$ cat src/obt_map.svh
// Constants for the oscillator bias lock tuner: packet fields, bias values,
// lock window, timing and register offsets.
// Assumes it is included by bare name.
`ifndef OBT_MAP_SVH
`define OBT_MAP_SVH

`define OBT_APID 7'h47
`define OBT_CATEGORY 4'hc
`define OBT_SEQ_SOURCE 3'h0
`define OBT_PKT_LENGTH 16'h0007
`define OBT_ACK 4'h1
`define OBT_PKT_TYPE 8'hc0
`define OBT_PKT_SUBTYPE 8'h15
`define OBT_WORDS 3'h7
`define OBT_LAST_WORD 3'h6

`define OBT_ENABLE_RESET 1'h1
`define OBT_BIAS_RESET 4'h4
`define OBT_BIAS_START 4'h3
`define OBT_BIAS_FAIL 4'h4
`define OBT_BIAS_MAX 4'hf
`define OBT_BIAS_MIN 4'h0
`define OBT_MAX_ITER 6'h20

`define OBT_WIN_LOW 12'h680
`define OBT_WIN_HIGH 12'hb80

`define OBT_CLK_HZ 20000000
`define OBT_SETTLE_MS 1000
`define OBT_MS_PER_S 1000

`define OBT_CW_BIAS_LSB 16
`define OBT_HK_BIAS_MSB 15

`define OBT_REG_STATUS 8'h00
`define OBT_REG_BIAS 8'h04
`define OBT_REG_CTRL_WORD 8'h08
`define OBT_REG_HK 8'h0c
`define OBT_REG_PHASE 8'h10
`define OBT_REG_CMD_COUNT 8'h14

`endif

$ cat src/obt_pkg.sv
// Types for the oscillator bias lock tuner.
// Assumes obt_map.svh is on the include path.
package obt_pkg;

  typedef enum logic [2:0] {
    OBT_WAIT_INIT,
    OBT_STEP,
    OBT_SETTLE,
    OBT_SAMPLE,
    OBT_HOLD
  } obt_state_t;

  typedef struct packed {
    obt_state_t state;
    logic [3:0] bias;
    logic enable;
    logic [5:0] iter;
    logic [24:0] settle_cnt;
    logic [11:0] phase_meta;
    logic [11:0] phase_sync;
    logic [11:0] phase_last;
    logic locked;
    logic failed;
    logic [2:0] word_idx;
    logic cmd_ok;
    logic cmd_value;
    logic [7:0] cmd_accepted;
    logic [7:0] cmd_rejected;
    logic cal_go;
    logic [31:0] rdata;
  } obt_regs_t;

endpackage

$ cat src/obt_tuner.sv
// Oscillator bias lock tuner: decodes the auto-tune enable telecommand,
// runs the bias lock search and the pre-calibration trim, drives the bias
// into the sensor unit control word.
// Assumes command words, table-init, calibration and power flags come from
// logic on core_clk_in; the phase-error code comes from outside the domain.
//
// Notes on behaviour
// - Accept only identifier 71, category 12
// - Packet length field must equal 7
// - Acknowledge field must be 0001
// - Packet type must be 192
// - Subtype 21 is the tuning enable command
// - Data 0 disables, 1 enables tuning
// - Tuning enable defaults to enabled
// - Valid command stores value in enable flag
// - Bias loads 4 after reset
// - After table init, bias set to 3
// - Search step adds one, 15 wraps 0
// - Wait one second, then sample phase
// - In-window phase keeps bias, ends search
// - Out-of-window phase repeats the step
// - After 32 failed iterations bias is 4
// - Bias holds until command or reset
// - Enabled and powered: check before calibration
// - Phase below window decrements bias
// - Phase above window increments, then calibrate
// - Trim only at calibration, one count
// - Bias on word bits 16-19, readback reversed
// - Reset forces the enable flag on
//
// The register addresses and the address-and-strobe port were left to the implementer.
`timescale 1ns/1ps
`include "obt_map.svh"

module obt_tuner import obt_pkg::*; #(
  parameter int SETTLE_CYCLES = `OBT_CLK_HZ / `OBT_MS_PER_S * `OBT_SETTLE_MS
) (
  input wire logic core_clk_in,
  input wire logic rst_in,
  input wire logic [15:0] cmd_word_in,
  input wire logic cmd_word_valid_in,
  input wire logic cmd_first_in,
  input wire logic [11:0] phase_err_in,
  input wire logic table_init_done_in,
  input wire logic cal_req_in,
  input wire logic cts_powered_in,
  input wire logic [7:0] reg_addr_in,
  input wire logic [31:0] reg_wdata_in,
  input wire logic reg_we_in,
  input wire logic reg_re_in,
  output logic [31:0] reg_rdata_out,
  output logic [31:0] sensor_unit_control_word_out,
  output logic [15:0] control_word_housekeeping_readback_out,
  output logic auto_tune_enable_parameter_out,
  output logic cal_go_out,
  output logic search_busy_out
);

  localparam logic [24:0] SETTLE_LAST = 25'(SETTLE_CYCLES - 1);

  localparam obt_regs_t RESET_REGS = '{
    state: OBT_WAIT_INIT,
    bias: `OBT_BIAS_RESET,
    enable: `OBT_ENABLE_RESET,
    iter: 6'h00,
    settle_cnt: 25'h0000000,
    phase_meta: 12'h000,
    phase_sync: 12'h000,
    phase_last: 12'h000,
    locked: 1'h0,
    failed: 1'h0,
    word_idx: 3'h0,
    cmd_ok: 1'h0,
    cmd_value: 1'h0,
    cmd_accepted: 8'h00,
    cmd_rejected: 8'h00,
    cal_go: 1'h0,
    rdata: 32'h00000000
  };

  obt_regs_t st_ff;
  obt_regs_t nxt_st;

  function automatic logic below_window(input logic [11:0] code);
    below_window = code < `OBT_WIN_LOW;
  endfunction

  function automatic logic above_window(input logic [11:0] code);
    above_window = code > `OBT_WIN_HIGH;
  endfunction

  // Per-word header checks; checksum word is not verified here
  function automatic logic word_valid(input logic [2:0] idx, input logic [15:0] w);
    case (idx)
      3'h0: word_valid = w[10:4] == `OBT_APID && w[3:0] == `OBT_CATEGORY;
      3'h1: word_valid = w[13:11] == `OBT_SEQ_SOURCE;
      3'h2: word_valid = w == `OBT_PKT_LENGTH;
      3'h3: word_valid = w[11:8] == `OBT_ACK && w[7:0] == `OBT_PKT_TYPE;
      3'h4: word_valid = w[15:8] == `OBT_PKT_SUBTYPE;
      3'h5: word_valid = w[15:1] == 15'h0000;
      default: word_valid = 1'h1;
    endcase
  endfunction

  logic [31:0] ctrl_word;
  logic [15:0] hk_word;
  logic [2:0] cur_idx;

  always_comb begin
    ctrl_word = 32'h00000000;
    ctrl_word[`OBT_CW_BIAS_LSB +: 4] = st_ff.bias;
    hk_word = 16'h0000;
    for (int i = 0; i < 4; i++) begin
      hk_word[`OBT_HK_BIAS_MSB - i] = st_ff.bias[i];
    end
  end

  assign cur_idx = cmd_first_in ? 3'h0 : st_ff.word_idx;

  always_comb begin
    nxt_st = st_ff;
    nxt_st.cal_go = 1'h0;

    // Phase code crosses in as a bus; it is read after a long settle, and by the trim at a calibration request in hold while enabled and powered
    nxt_st.phase_meta = phase_err_in;
    nxt_st.phase_sync = st_ff.phase_meta;

    // Command word stream
    if (cmd_word_valid_in) begin
      if (cur_idx == `OBT_LAST_WORD) begin
        nxt_st.word_idx = 3'h0;
        if (st_ff.cmd_ok) begin
          nxt_st.enable = st_ff.cmd_value;
          nxt_st.cmd_accepted = st_ff.cmd_accepted + 8'h01;
        end else begin
          nxt_st.cmd_rejected = st_ff.cmd_rejected + 8'h01;
        end
      end else begin
        nxt_st.word_idx = cur_idx + 3'h1;
        nxt_st.cmd_ok = (cmd_first_in ? 1'h1 : st_ff.cmd_ok) & word_valid(cur_idx, cmd_word_in);
        if (cur_idx == 3'h5) begin
          nxt_st.cmd_value = cmd_word_in[0];
        end
      end
    end

    // Lock search
    case (st_ff.state)
      OBT_WAIT_INIT: begin
        if (table_init_done_in) begin
          nxt_st.bias = `OBT_BIAS_START;
          nxt_st.iter = 6'h00;
          nxt_st.locked = 1'h0;
          nxt_st.failed = 1'h0;
          nxt_st.state = OBT_STEP;
        end
      end
      OBT_STEP: begin
        nxt_st.bias = st_ff.bias + 4'h1;
        nxt_st.iter = st_ff.iter + 6'h01;
        nxt_st.settle_cnt = 25'h0000000;
        nxt_st.state = OBT_SETTLE;
      end
      OBT_SETTLE: begin
        if (st_ff.settle_cnt == SETTLE_LAST) begin
          nxt_st.state = OBT_SAMPLE;
        end else begin
          nxt_st.settle_cnt = st_ff.settle_cnt + 25'h0000001;
        end
      end
      OBT_SAMPLE: begin
        nxt_st.phase_last = st_ff.phase_sync;
        if (!below_window(st_ff.phase_sync) && !above_window(st_ff.phase_sync)) begin
          nxt_st.locked = 1'h1;
          nxt_st.state = OBT_HOLD;
        end else if (st_ff.iter == `OBT_MAX_ITER) begin
          nxt_st.bias = `OBT_BIAS_FAIL;
          nxt_st.failed = 1'h1;
          nxt_st.state = OBT_HOLD;
        end else begin
          nxt_st.state = OBT_STEP;
        end
      end
      OBT_HOLD: begin
        // Bias stays put here except for trim or a manual write
        nxt_st.state = OBT_HOLD;
      end
      default: begin
        nxt_st.state = OBT_WAIT_INIT;
      end
    endcase

    // Calibration always proceeds; trim only once the search has settled
    if (cal_req_in) begin
      nxt_st.cal_go = 1'h1;
      if (st_ff.state == OBT_HOLD && st_ff.enable && cts_powered_in) begin
        nxt_st.phase_last = st_ff.phase_sync;
        if (below_window(st_ff.phase_sync) && st_ff.bias != `OBT_BIAS_MIN) begin
          nxt_st.bias = st_ff.bias - 4'h1;
        end else if (above_window(st_ff.phase_sync) && st_ff.bias != `OBT_BIAS_MAX) begin
          nxt_st.bias = st_ff.bias + 4'h1;
        end
      end
    end

    // Manual bias write overrides any automatic change in the same cycle
    if (reg_we_in && reg_addr_in == `OBT_REG_BIAS) begin
      nxt_st.bias = reg_wdata_in[3:0];
    end

    nxt_st.rdata = 32'h00000000;
    if (reg_re_in) begin
      case (reg_addr_in)
        `OBT_REG_STATUS: nxt_st.rdata = {26'h0000000, st_ff.state != OBT_HOLD, st_ff.failed,
                                         st_ff.locked, st_ff.enable, 2'h0};
        `OBT_REG_BIAS: nxt_st.rdata = {28'h0000000, st_ff.bias};
        `OBT_REG_CTRL_WORD: nxt_st.rdata = ctrl_word;
        `OBT_REG_HK: nxt_st.rdata = {16'h0000, hk_word};
        `OBT_REG_PHASE: nxt_st.rdata = {20'h00000, st_ff.phase_last};
        `OBT_REG_CMD_COUNT: nxt_st.rdata = {16'h0000, st_ff.cmd_rejected, st_ff.cmd_accepted};
        default: nxt_st.rdata = 32'h00000000;
      endcase
    end
  end

  always_ff @(posedge core_clk_in) begin
    if (rst_in) begin
      st_ff <= RESET_REGS;
    end else begin
      st_ff <= nxt_st;
    end
  end

  assign reg_rdata_out = st_ff.rdata;
  assign sensor_unit_control_word_out = ctrl_word;
  assign control_word_housekeeping_readback_out = hk_word;
  assign auto_tune_enable_parameter_out = st_ff.enable;
  assign cal_go_out = st_ff.cal_go;
  assign search_busy_out = st_ff.state != OBT_HOLD;

endmodule

$ cat config.mk
export PLATFORM = sky130hd
export DESIGN_NAME = obt_tuner
export DESIGN_NICKNAME = d
export VERILOG_FILES = /design/src/obt_pkg.sv /design/src/obt_tuner.sv
export VERILOG_INCLUDE_DIRS = /design/src /design/src/src
export SDC_FILE = /design/constraint.sdc
export NUM_CORES = 1
export LEC_CHECK = 0
export BUFFER_PORTS_ARGS = -buffer_cell sky130_fd_sc_hd__buf_2
export CAP_MARGIN = 40
export CORE_MARGIN = 2
export CORE_UTILIZATION = 53
export DETAILED_ROUTE_END_ITERATION = 8
export HOLD_SLACK_MARGIN = 0.15
export PLACE_DENSITY_LB_ADDON = 0.15
export REMOVE_ABC_BUFFERS = 1
export SETUP_SLACK_MARGIN = 0.2
export SYNTH_ARGS = -nofsm -noshare
export SYNTH_HDL_FRONTEND = slang
export SYNTH_SLANG_ARGS = --single-unit
$ cat constraint.sdc
create_clock -name core_clk_in -period 2.8 [get_ports core_clk_in]
set_input_delay 0.84 -clock core_clk_in [delete_from_list [all_inputs] [get_ports core_clk_in]]
set_output_delay 0.84 -clock core_clk_in [all_outputs]
set_load 0.03 [all_outputs]
==> metrics.md, run 1 <==
| Metric | Value |
|---|---|
| Clock skew | `7.11 ps` |
| Max capacitance violation total | `0` |
| Filler Cells Inserted | `983` |
| Area contributors post-synth | `sky130_fd_sc_hd__dfxtp_1, sky130_fd_sc_hd__buf_4, sky130_fd_sc_hd__nor2_1` |
| Kind of critical path | `flip-flop to output port` |
| Leftover overflow at the end of global routing | `0` |
| Run status | `finished clean` |
| Reported net switching power | `1.15 mW` |
| Violation count after the first detailed-routing iteration | `338` |
| Post-route non-filler standard cell count | `928` |
| Number of flops mapped to enable cells by yosys | `0` |
| Post-Synthesis Mean Instance Area | `8.31 µm²` |
| Final Cycle Share | `0.893` |
| Routability Congestion | `0.857` |
| Worst endpoint required time | `1960 ps` |
| N_diodes | `0` |
| Proportion of netlist area held by the largest area contributor | `0.395` |
| Fraction of power consumed by sequential logic | `0.404` |
| Detailed Place HPWL | `9000 µm` |
| Placed Instances | `896` |
| Std-Cell Rows | `38` |
| Syn-to-layout area delta | `12.3%` |
| Latest clock arrival within the worst-skew pair | `410 ps` |
| Switching power share of the total | `0.261` |
| Maximum number of pins on one net before global-route repair | `80` |
| GR Layer Usage met1 | `0.270` |
| Number of primary I/O pins | `160` |
| Most congested layer reported by global routing | `met2` |
| Root cell of the clock tree | `sky130_fd_sc_hd__clkbuf_16` |
| Maximum number of buffers from clock root to sink | `2` |
| Post-place instance area | `0.00616 mm²` |
| Commonest non-fill, non-tap cell in the layout | `sky130_fd_sc_hd__dfxtp_1` |
| Horizontal die dimension | `111 µm` |
| Post-cts hold buffer count | `0` |
| Routed len/inst | `14.0 µm` |
| Via count | `5,015` |
| Global-route usage over all layers | `0.214` |
| Routed Antenna Nets | `0` |
| Cell internal pwr | `3.26 mW` |
| Hold/Removal Path Class | `flip-flop to flip-flop` |
| Pwr per Cell Area | `652 mW/mm²` |
| Yosys reg bits | `119` |
| Antenna violations before repair | `0` |
| VDD IR max | `0.342 mV` |
| Cell-by-cell listing of the critical path | `or3b_1 > buf_2` |
| Design Area, Final | `0.00677 mm²` |
| Worst setup EP type | `output port` |
| Number of endpoints failing setup at the final stage | `0` |
| Combined area of the multi-input logic cells | `0.00305 mm²` |
| Cell area after technology mapping | `0.00603 mm²` |
| P_leak | `2.67 nW` |
| Effective utilization at floorplan | `0.549` |
| Sequential Area | `0.00238 mm²` |
| Arrival time at the worst endpoint | `1660 ps` |
| Part of the power in the clock network | `0.498` |
| Warnings from Yosys | `0` |
| Number of buffers created by CTS | `17` |
| Crit path max-delay family | `simple AND/OR/NAND/NOR gates` |
| Critical Path Max Stage Delay | `560 ps` |
| Unrepaired setup endpoints after global routing | `no` |
| Clock Sink Count | `119` |
| End-of-flow core utilization | `0.616` |
| Wirelength, routed | `13,000 µm` |
| Number of buffer cells added on primary ports | `79` |
| M2 GR Usage | `0.361` |
| Seq/Total Area, Yosys | `0.395` |
| Length of the first detailed-routing pass in iterations | `5` |
| Maximum achievable frequency | `400 MHz` |
| Global-route wire length before repair | `21,800 µm` |
| # Post-CTS Setup Buffers | `0` |
| Die Y-Extent | `111 µm` |
| Critical Path Start Type | `flip-flop` |
| Core outline area | `0.0110 mm²` |
| Worst path slowest cell | `sky130_fd_sc_hd__or3b_1` |
| Number of global-route vias before repair | `4,683` |
| Gate count after technology mapping | `726` |
| Clock slew at reported path FFs | `60 ps` |
| Hold violation total from the final report | `0` |
| Slew at the pin with the worst max-slew slack | `710 ps` |
| Comb power frac | `0.098` |
| Crit path max fanout | `15` |
| Sum of buffers and inverters on the critical path | `1` |
| Final min period | `2500 ps` |
| TritonCTS clock tree | `done` |
| NumNets Final | `860` |
| Top_reg_cell synth | `sky130_fd_sc_hd__dfxtp_1` |
| Commonest cells after routing, fill and taps aside | `sky130_fd_sc_hd__dfxtp_1, sky130_fd_sc_hd__nor2_1, sky130_fd_sc_hd__buf_2` |
| Distinct cell type count of the synthesized netlist | `66` |
| Max transition margin | `0.522` |
| H-tree depth reported by CTS | `4` |
| Biggest area consumer among synthesized cells | `sky130_fd_sc_hd__dfxtp_1` |
| Number of vias per cell after detailed routing | `5.40` |
| Die area | `0.0122 mm²` |
| Number of slew-limit violations in the final report | `0` |
| Fraction of final layout cells with drive strength greater than 1 | `0.188` |
| Post-route setup TNS | `0 ps` |
| Met3 routing resource usage after global routing | `0.0481` |
| DRC viols | `0` |
| Fraction of registers with async set/reset | `0` |
==> worst paths after layout <==
check	start	end	slack (ps)	depth (start not counted)
setup / recovery	st_ff[128]$_SDFFE_PP0P_	search_busy_out	300	2
hold / removal	nxt_st[69]$_SDFF_PP0_	st_ff[69]$_SDFF_PP0_	440	1
setup reg to reg	st_ff[100]$_SDFFE_PP0P_	st_ff[103]$_SDFFE_PP0P_	430	6
hold reg to reg	nxt_st[69]$_SDFF_PP0_	st_ff[69]$_SDFF_PP0_	440	1
==> area by class of cell <==
| type | instances | share of cell area |
|---|---|---|
| Clock inverter | 15 | 0.0264 |
| Clock buffer | 17 | 0.0628 |
| Inverter | 13 | 0.00721 |
| Tap cell | 140 | 0.0259 |
| Multi-Input combinational cell | 532 | 0.451 |
| Sequential cell | 119 | 0.352 |
| Timing Repair Buffer | 92 | 0.0747 |
==> power by group through the flow <==
stage | Clock, mW | Sequential, mW | Combinational (mW)
5_1_grt | 2.30 | 1.79 | 0.473
3_5_place_dp | 0 | 1.82 | 0.429
4_1_cts | 2.23 | 1.78 | 0.431
3_3_place_gp | 0 | 1.81 | 0.423
6_report | 2.20 | 1.78 | 0.433
2_1_floorplan | 0 | 1.83 | 0.258
==> per-stage QoR <==
stage	power (mW)	setup WS (ps)	hold WS (ps)
2_1_floorplan	2.09	536	414
3_3_place_gp	2.24	307	425
3_5_place_dp	2.24	300	426
4_1_cts	4.44	234	440
5_1_grt	4.56	245	448
6_report	4.41	300	436
==> timing repair <==
item	CTS	global route
endpoints found under the setup margin	0	1
endpoints found under the hold margin	0	0
resized for setup	0	1
==> kinds of logic after synthesis <==
logic type | count (synthesis) | share of synthesized area
buffers and inverters | 126 | 0.130
AO/OA/AOI/OAI | 118 | 0.119
other | 1 | 0.000622
multiplexers | 18 | 0.0344
XOR/XNOR | 22 | 0.0320
adder cells (fa/ha/maj) | 8 | 0.0166
AND/OR/NAND/NOR | 314 | 0.272
flip-flops | 119 | 0.395
==> sequential cells by signal, indices dropped and copies added (netlist names) <==
name and count:
auto_tune_enable_parameter_out 1, cal_go_out 1, control_word_housekeeping_readback_out 4, nxt_st 12, reg_rdata_out 20, st_ff 81
==> layer usage <==
metal	wire (µm)	up-vias
li1	-	2497
met1	5870	2296
met2	6130	209
met3	795	13
met4	161	0
met5	0	-
==> cells in the mapped netlist (2+ instances only) <==
| cell | n |
|---|---|
| sky130_fd_sc_hd__and3_1 | 10 |
| sky130_fd_sc_hd__or4b_2 | 2 |
| sky130_fd_sc_hd__nor2_1 | 84 |
| sky130_fd_sc_hd__and4_1 | 3 |
| sky130_fd_sc_hd__nand2_1 | 66 |
| sky130_fd_sc_hd__a22oi_1 | 4 |
| sky130_fd_sc_hd__mux2_2 | 2 |
| sky130_fd_sc_hd__o211ai_1 | 2 |
| sky130_fd_sc_hd__buf_4 | 80 |
| sky130_fd_sc_hd__dfxtp_1 | 119 |
| sky130_fd_sc_hd__nor3b_2 | 2 |
| sky130_fd_sc_hd__xnor2_1 | 10 |
| sky130_fd_sc_hd__xor2_1 | 12 |
| sky130_fd_sc_hd__or4_2 | 3 |
| sky130_fd_sc_hd__or4_1 | 2 |
| sky130_fd_sc_hd__nand3b_1 | 5 |
| sky130_fd_sc_hd__nand3_1 | 23 |
| sky130_fd_sc_hd__clkbuf_1 | 27 |
| sky130_fd_sc_hd__or3_1 | 10 |
| sky130_fd_sc_hd__o31ai_1 | 4 |
| sky130_fd_sc_hd__nand4_1 | 14 |
| sky130_fd_sc_hd__a211oi_1 | 5 |
| sky130_fd_sc_hd__and2_1 | 5 |
| sky130_fd_sc_hd__nor4b_1 | 7 |
| sky130_fd_sc_hd__a311o_1 | 3 |
| sky130_fd_sc_hd__nor3_1 | 16 |
| sky130_fd_sc_hd__ha_1 | 8 |
| sky130_fd_sc_hd__mux2i_1 | 14 |
| sky130_fd_sc_hd__nor4_1 | 9 |
| sky130_fd_sc_hd__buf_2 | 4 |
| sky130_fd_sc_hd__a22o_1 | 3 |
| sky130_fd_sc_hd__nand2b_1 | 4 |
| sky130_fd_sc_hd__or3_2 | 4 |
| sky130_fd_sc_hd__inv_1 | 13 |
| sky130_fd_sc_hd__a31oi_1 | 7 |
| sky130_fd_sc_hd__mux4_2 | 2 |
| sky130_fd_sc_hd__o21ai_0 | 28 |
| sky130_fd_sc_hd__nor2b_1 | 32 |
| sky130_fd_sc_hd__nand4b_1 | 2 |
| sky130_fd_sc_hd__a21oi_1 | 49 |
| sky130_fd_sc_hd__a311oi_1 | 2 |
Note: power is estimated with default switching activity, not from simulation.
==> run 2, diff against run 1 <==
--- a/config.mk
+++ b/config.mk
@@ -12,4 +12,5 @@
 export CORE_UTILIZATION = 53
 export DETAILED_ROUTE_END_ITERATION = 8
+export GPL_TIMING_DRIVEN = 0
 export HOLD_SLACK_MARGIN = 0.15
 export PLACE_DENSITY_LB_ADDON = 0.15
==> constraint.sdc (replaced) <==
create_clock -name core_clk_in -period 2.8 [get_ports core_clk_in]
set_input_delay 0.84 -clock core_clk_in [delete_from_list [all_inputs] [get_ports core_clk_in]]
set_output_delay 0.84 -clock core_clk_in [all_outputs]
set_load 0.05 [all_outputs]
==> run 2 against run 1 <==
Net effect:
- sequential share of layout area increased by 0.46 points
- sequential cell count unchanged
- sequential power hardly changed
- die area unchanged
- non-clock buffer count fell by 10
- via count shrank 0.50%
- core utilization is 0.80 points lower
- combinational power up 18%
- clock skew decreased by 2.6 ps
- power is 0.14% lower
- cell area shrank 1.3%
==> metrics.md, run 2 (same netlist as run 1, synthesis figures left out) <==
| Metric | Value |
|---|---|
| Number of buffers created by CTS | `17 (unchanged)` |
| Worst setup EP type | `output port` |
| Crit path max fanout | `15 (unchanged)` |
| Antenna violations before repair | `0 (unchanged)` |
| Placed Instances | `886 (-1.1%)` |
| Worst r2r path cells | `5 (-1)` |
| Placement-stage worst setup slack | `87.6 ps (-212 ps)` |
| Global-route wire length before repair | `20,400 µm (-6.3%)` |
| Hold/Removal Path Class | `flip-flop to flip-flop` |
| Post-cts hold buffer count | `0 (unchanged)` |
| Violation count after the first detailed-routing iteration | `198 (-41%)` |
| Clock skew | `4.50 ps (-2.60 ps)` |
| Worst Slack Setup Final | `273 ps (-27.7 ps)` |
| Slack of the worst reg-to-reg path | `460 ps (+30 ps)` |
| Number of vias per cell after detailed routing | `5.44 (+0.59%)` |
| Number of slew-limit violations in the final report | `0 (unchanged)` |
| Hold violation total from the final report | `0 (unchanged)` |
| Latest clock arrival within the worst-skew pair | `410 ps (about the same)` |
| Routed Antenna Nets | `0 (unchanged)` |
| Max transition margin | `0.495 (-0.0276)` |
| Uppermost metal layer occupied by signal nets | `met4` |
| Clock slew at reported path FFs | `60 ps (about the same)` |
| Commonest non-fill, non-tap cell in the layout | `sky130_fd_sc_hd__dfxtp_1` |
| Syn-to-layout area delta | `10.8%` |
| Unrepaired setup endpoints after global routing | `no` |
| Leftover overflow at the end of global routing | `0 (unchanged)` |
| RR Endpoint | `st_ff[113]$_SDFFE_PP0P_` |
| Max capacitance violation total | `0 (unchanged)` |
| Most flops, register | `st_ff` |
| Via count | `4,990 (-0.50%)` |
| N_diodes | `0 (unchanged)` |
| Arrival time at the worst endpoint | `1690 ps (+30 ps)` |
| TritonCTS clock tree | `done` |
| Effective utilization at floorplan | `0.549 (unchanged)` |
| Worst endpoint required time | `1960 ps (about the same)` |
| Routed met1 length | `5850 µm (-0.37%)` |
| Maximum achievable frequency | `396 MHz (-1.1%)` |
| Startpoint of the lowest-slack register-to-register path | `st_ff[114]$_SDFFE_PP0P_` |
| DR WL met2 | `5650 µm (-7.8%)` |
| Length of the first detailed-routing pass in iterations | `5 (unchanged)` |
| Worst min-delay path endpoint | `st_ff[70]$_SDFF_PP0_` |
| Maximum number of buffers from clock root to sink | `2 (unchanged)` |
| Core outline area | `0.0110 mm² (unchanged)` |
| Commonest cells after routing, fill and taps aside | `sky130_fd_sc_hd__dfxtp_1, sky130_fd_sc_hd__nor2_1, sky130_fd_sc_hd__buf_2` |
| Detailed Place HPWL | `8950 µm (-0.51%)` |
| Kind of critical path | `flip-flop to output port` |
| Number of primary I/O pins | `160 (unchanged)` |
| Run status | `finished clean` |
| Final Cycle Share | `0.903 (+0.00988)` |
| NumNets Final | `850 (-1.2%)` |
| VDD IR max | `0.378 mV (+11%)` |
| Slew at the pin with the worst max-slew slack | `755 ps (+45.2 ps)` |
| Clock Sink Count | `119 (unchanged)` |
| Horizontal die dimension | `111 µm (unchanged)` |
| Wirelength, routed | `12,500 µm (-3.5%)` |
| Post-route setup TNS | `0 ps (unchanged)` |
| Number of buffer cells added on primary ports | `79 (unchanged)` |
| Number of global-route vias before repair | `4,355 (-7.0%)` |
| Die Y-Extent | `111 µm (unchanged)` |
| Root cell of the clock tree | `sky130_fd_sc_hd__clkbuf_16` |
| Worst hold stages | `1 (unchanged)` |
| Std-Cell Rows | `38 (unchanged)` |
| P_leak | `2.60 nW (-2.6%)` |
| Pwr per Cell Area | `659 mW/mm² (+1.2%)` |
| Wire length on met3 | `756 µm (-4.9%)` |
| Hold Path Origin | `nxt_st[70]$_SDFF_PP0_` |
| Critical Path Start Type | `flip-flop` |
| Number of endpoints failing setup at the final stage | `0 (unchanged)` |
| DRC viols | `0 (unchanged)` |
| Routed len/inst | `13.6 µm (-2.4%)` |
| Routability Congestion | `0.816 (-4.7%)` |
| Final min period | `2530 ps (+27.7 ps)` |
| Global-route usage over all layers | `0.201 (-0.0128)` |
| Fraction of final layout cells with drive strength greater than 1 | `0.176 (-0.0117)` |
| Die area | `0.0122 mm² (unchanged)` |
| H-tree depth reported by CTS | `4 (unchanged)` |
| Post-route non-filler standard cell count | `918 (-1.1%)` |
| Maximum number of pins on one net before global-route repair | `50 (-38%)` |
| Flip-flop count of the largest register after layout | `81 (unchanged)` |
run 2: changes by cell type in the layout (fill, tap and decap cells not counted), sizes merged:
cell / before / now
clkinvlp: 4 / 5
buf: 92 / 82
clkinv: 6 / 7
inv: 15 / 13
bufinv: 3 / 2
clkbuf: 17 / 18
run 2: routing by layer:
layer	up-vias	track usage
met5	-	0
met4	0	0.0825
met3	22	0.0470
met2	184	0.322
met1	2299	0.261
li1	2485	-
run 2: worst max path at each step:
stage / startpoint / endpoint / slack [ps] / depth (start not counted)
detailed placement: rst_in / st_ff[116]$_SDFFE_PP0P_ / 90 / 5
CTS: st_ff[130]$_SDFFE_PP0P_ / search_busy_out / 220 / 2
global placement: rst_in / st_ff[116]$_SDFFE_PP0P_ / -580 / 4
global route: st_ff[128]$_SDFFE_PP0P_ / search_busy_out / 200 / 2
floorplan: control_word_housekeeping_readback_out[15]$_SDFF_PP0_ / control_word_housekeeping_readback_out[13]$_SDFF_PP1_ / 450 / 4
finish: st_ff[128]$_SDFFE_PP0P_ / search_busy_out / 270 / 2
run 2: repair_timing:
item | CTS | global route
gates resized for setup | 0 | 2
endpoints found under the setup margin | 0 | 2
buffers inserted | 0 | 0
run 2: where the power goes:
group / switching, mW / leakage, nW / internal [mW]
logic: 0.382 / 1.36 / 0.127
registers: 0.0532 / 0.966 / 1.73
clock network: 0.804 / 0.268 / 1.31
run 2: cell type report:
type / count / area, µm²
sequential: 119 / 2380
tap: 140 / 175
clock inverter: 14 / 155
timing repair buffer: 82 / 432
clock buffer: 18 / 429
multi-input combinational: 532 / 3060
inverter: 13 / 48.8
fill: 998 / 4300
run 2: stage by stage:
stage          utilization  cell area, µm²  power, mW  hold slack, ps
3_5_place_dp         0.555            6090       2.32             427
5_1_grt              0.608            6680       4.55             459
4_1_cts              0.608            6680       4.44             441
6_report             0.608            6680       4.41             438
3_3_place_gp         0.551            6050       2.30             422
2_1_floorplan            -            5480       2.17             414
run 2: worst max-delay path: stages, from the launching register on:
cell,delay [ps]
sky130_fd_sc_hd__dfxtp_1,610
sky130_fd_sc_hd__or3b_1,350
sky130_fd_sc_hd__buf_2,320
==> run 3, diff against run 2 <==
CORE_MARGIN = not set   (was 2)
==> run 3 against run 2 <==
Net effect:
- clock power shrank 5%
- critical path depth is the same
- register-to-register slack lost 80 ps
- sequential power is essentially flat
- count of clock-buffer cells in the layout is the same
- worst hold slack gained 2.3 ps
- sequential cell count is the same
- non-clock buffer count is the same
- core utilization shrank 0.23 points
- worst setup slack gained 42 ps
- fmax grew 1.7%
- power shrank 2.3%
==> metrics.md, run 3 (same netlist as run 1, synthesis figures left out) <==
| Metric | Value |
|---|---|
| Part of the power in the clock network | `0.469 (-0.011)` |
| Worst path slowest cell | `sky130_fd_sc_hd__or3b_1` |
| Cell internal pwr | `3.08 mW (-2.8%)` |
| Routed Antenna Nets | `0 (unchanged)` |
| Core outline area | `0.0110 mm² (unchanged)` |
| # Post-CTS Setup Buffers | `0 (unchanged)` |
| Worst setup EP type | `output port` |
| Unrepaired setup endpoints after global routing | `no` |
| Fraction of final layout cells with drive strength greater than 1 | `0.177 (+0.00129)` |
| Global-route usage over all layers | `0.215 (+0.0145)` |
| Post-route non-filler standard cell count | `918 (unchanged)` |
| Fraction of power consumed by sequential logic | `0.413 (+0.009)` |
| Number of primary I/O pins | `160 (unchanged)` |
| Die area | `0.0118 mm² (-3.6%)` |
| Startpoint of the lowest-slack register-to-register path | `st_ff[100]$_SDFFE_PP0P_` |
| RR Endpoint | `st_ff[97]$_SDFFE_PP0P_` |
| Hold Path Origin | `nxt_st[74]$_SDFF_PP0_` |
| Total Power Consumption | `4.30 mW (-2.3%)` |
| Cell-by-cell listing of the critical path | `or3b_1 > buf_2` |
| Via count | `4,953 (-0.74%)` |
| Crit path max fanout | `9 (-6)` |
| Final min period | `2490 ps (-41.7 ps)` |
| Slew at the pin with the worst max-slew slack | `774 ps (+19.0 ps)` |
| Clock Sink Count | `119 (unchanged)` |
| Max capacitance violation total | `0 (unchanged)` |
| Comb power frac | `0.118 (+0.003)` |
| Number of buffer cells added on primary ports | `79 (unchanged)` |
| Final Cycle Share | `0.888 (-0.0149)` |
| Wirelength, routed | `12,300 µm (-1.3%)` |
| Placed Instances | `886 (unchanged)` |
| NumNets Final | `850 (unchanged)` |
| Violation count after the first detailed-routing iteration | `319 (+61%)` |
| Horizontal die dimension | `109 µm (-1.8%)` |
| Worst endpoint required time | `1960 ps (about the same)` |
| Pwr per Cell Area | `647 mW/mm² (-1.9%)` |
| Syn-to-layout area delta | `10.4%` |
| Maximum number of pins on one net before global-route repair | `52 (+4.0%)` |
| H-tree depth reported by CTS | `4 (unchanged)` |
| Most flops, register | `st_ff` |
| Maximum achievable frequency | `402 MHz (+1.7%)` |
| Root cell of the clock tree | `sky130_fd_sc_hd__clkbuf_16` |
| Kind of critical path | `flip-flop to output port` |
| Leftover overflow at the end of global routing | `0 (unchanged)` |
| Slack of the worst reg-to-reg path | `380 ps (-80 ps)` |
| Critical Path Max Stage Delay | `550 ps (-60 ps)` |
| Flip-flop count of the largest register after layout | `81 (unchanged)` |
| P_leak | `2.60 nW (about the same)` |
| Die Y-Extent | `109 µm (-1.8%)` |
| Number of slew-limit violations in the final report | `0 (unchanged)` |
| Worst min-delay path endpoint | `st_ff[74]$_SDFF_PP0_` |
| Maximum number of buffers from clock root to sink | `2 (unchanged)` |
| Commonest cells after routing, fill and taps aside | `sky130_fd_sc_hd__dfxtp_1, sky130_fd_sc_hd__nor2_1, sky130_fd_sc_hd__buf_2` |
| Detailed Place HPWL | `8610 µm (-3.8%)` |
| Global-route wire length before repair | `20,000 µm (-2.2%)` |
| Critical Path Start Type | `flip-flop` |
| Commonest non-fill, non-tap cell in the layout | `sky130_fd_sc_hd__dfxtp_1` |
| Hold/Removal Path Class | `flip-flop to flip-flop` |
| Std-Cell Rows | `38 (unchanged)` |
| Routed len/inst | `13.4 µm (-1.3%)` |
| Number of endpoints failing setup at the final stage | `0 (unchanged)` |
| N_diodes | `0 (unchanged)` |
| DRC viols | `0 (unchanged)` |
| Clock skew | `8.96 ps (+4.46 ps)` |
| Latest clock arrival within the worst-skew pair | `410 ps (about the same)` |
| Run status | `finished clean` |
| Worst r2r path cells | `6 (+1)` |
| Switching power share of the total | `0.285 (+0.00385)` |
| Antenna violations before repair | `0 (unchanged)` |
| Reported net switching power | `1.23 mW (-0.94%)` |
| Number of buffers created by CTS | `17 (unchanged)` |
| Effective utilization at floorplan | `0.549 (unchanged)` |
| VDD IR max | `0.451 mV (+19%)` |
| Post-cts hold buffer count | `0 (unchanged)` |
| Hold violation total from the final report | `0 (unchanged)` |
| Worst hold stages | `1 (unchanged)` |
| Arrival time at the worst endpoint | `1650 ps (-40 ps)` |
| Number of global-route vias before repair | `4,255 (-2.3%)` |
| TritonCTS clock tree | `done` |
| Max transition margin | `0.482 (-0.0127)` |
| Number of vias per cell after detailed routing | `5.40 (-0.74%)` |
| Clock slew at reported path FFs | `60 ps (about the same)` |
| Routability Congestion | `0.821 (+0.60%)` |
| Length of the first detailed-routing pass in iterations | `4 (-1)` |
| Post-cts gate resize count | `0 (unchanged)` |
==> run 3: cell count changes in the layout (fill, tap and decap cells not counted), sizes merged <==
cell and delta:
clkinv +1, clkinvlp -2, inv +2, bufinv -1
==> run 3: worst max-delay path by stage <==
stage,depth (start not counted),slack (ps),end,start
floorplan,4,450,control_word_housekeeping_readback_out[13]$_SDFF_PP1_,control_word_housekeeping_readback_out[15]$_SDFF_PP0_
global placement,4,-580,st_ff[116]$_SDFFE_PP0P_,rst_in
detailed placement,6,-30,st_ff[116]$_SDFFE_PP0P_,rst_in
CTS,2,230,search_busy_out,st_ff[130]$_SDFFE_PP0P_
global route,6,210,st_ff[116]$_SDFFE_PP0P_,rst_in
finish,2,310,search_busy_out,st_ff[129]$_SDFFE_PP0P_
==> run 3: critical path, delay by kind of cell, from the launching register on <==
kind	cells	cell delay, ps
buffers and inverters	1	270
and+or+nand+nor	1	550
DFF	1	420
==> run 3: routing by layer <==
metal  share of wire  routed length (µm)  up-vias  track usage
met5               0                   0        -            0
met2            0.46                5670      178        0.340
met4           0.010                 125        0       0.0782
met3           0.054                 668       10       0.0538
met1            0.48                5880     2285        0.284
li1                -                   -     2480            -
==> run 3: per-stage QoR <==
step	area, µm²	setup WS, ps	hold WS (ps)	util	TNS [ps]
finish	6660	314	440	0.606	0
global route	6660	211	462	0.606	0
detailed placement	6090	-31.2	428	0.555	-31.2
global placement	6050	-580	421	0.551	-10010
floorplan	5480	446	414	-	0
CTS	6650	228	441	0.605	0
==> run 3: area by class of cell <==
| class | instances | area (µm²) |
|---|---|---|
| tap | 140 | 175 |
| timing repair buffer | 82 | 432 |
| clock buffer | 18 | 429 |
| inverter | 13 | 48.8 |
| fill | 974 | 4330 |
| sequential | 119 | 2380 |
| multi-input combinational | 532 | 3060 |
| clock inverter | 14 | 129 |
==> run 3: power groups by stage <==
stage	combinational, mW	sequential [mW]	clock, mW
floorplan	0.319	1.85	0
global placement	0.490	1.81	0
detailed placement	0.502	1.81	0
CTS	0.505	1.78	2.05
global route	0.552	1.79	2.13
finish	0.508	1.78	2.02
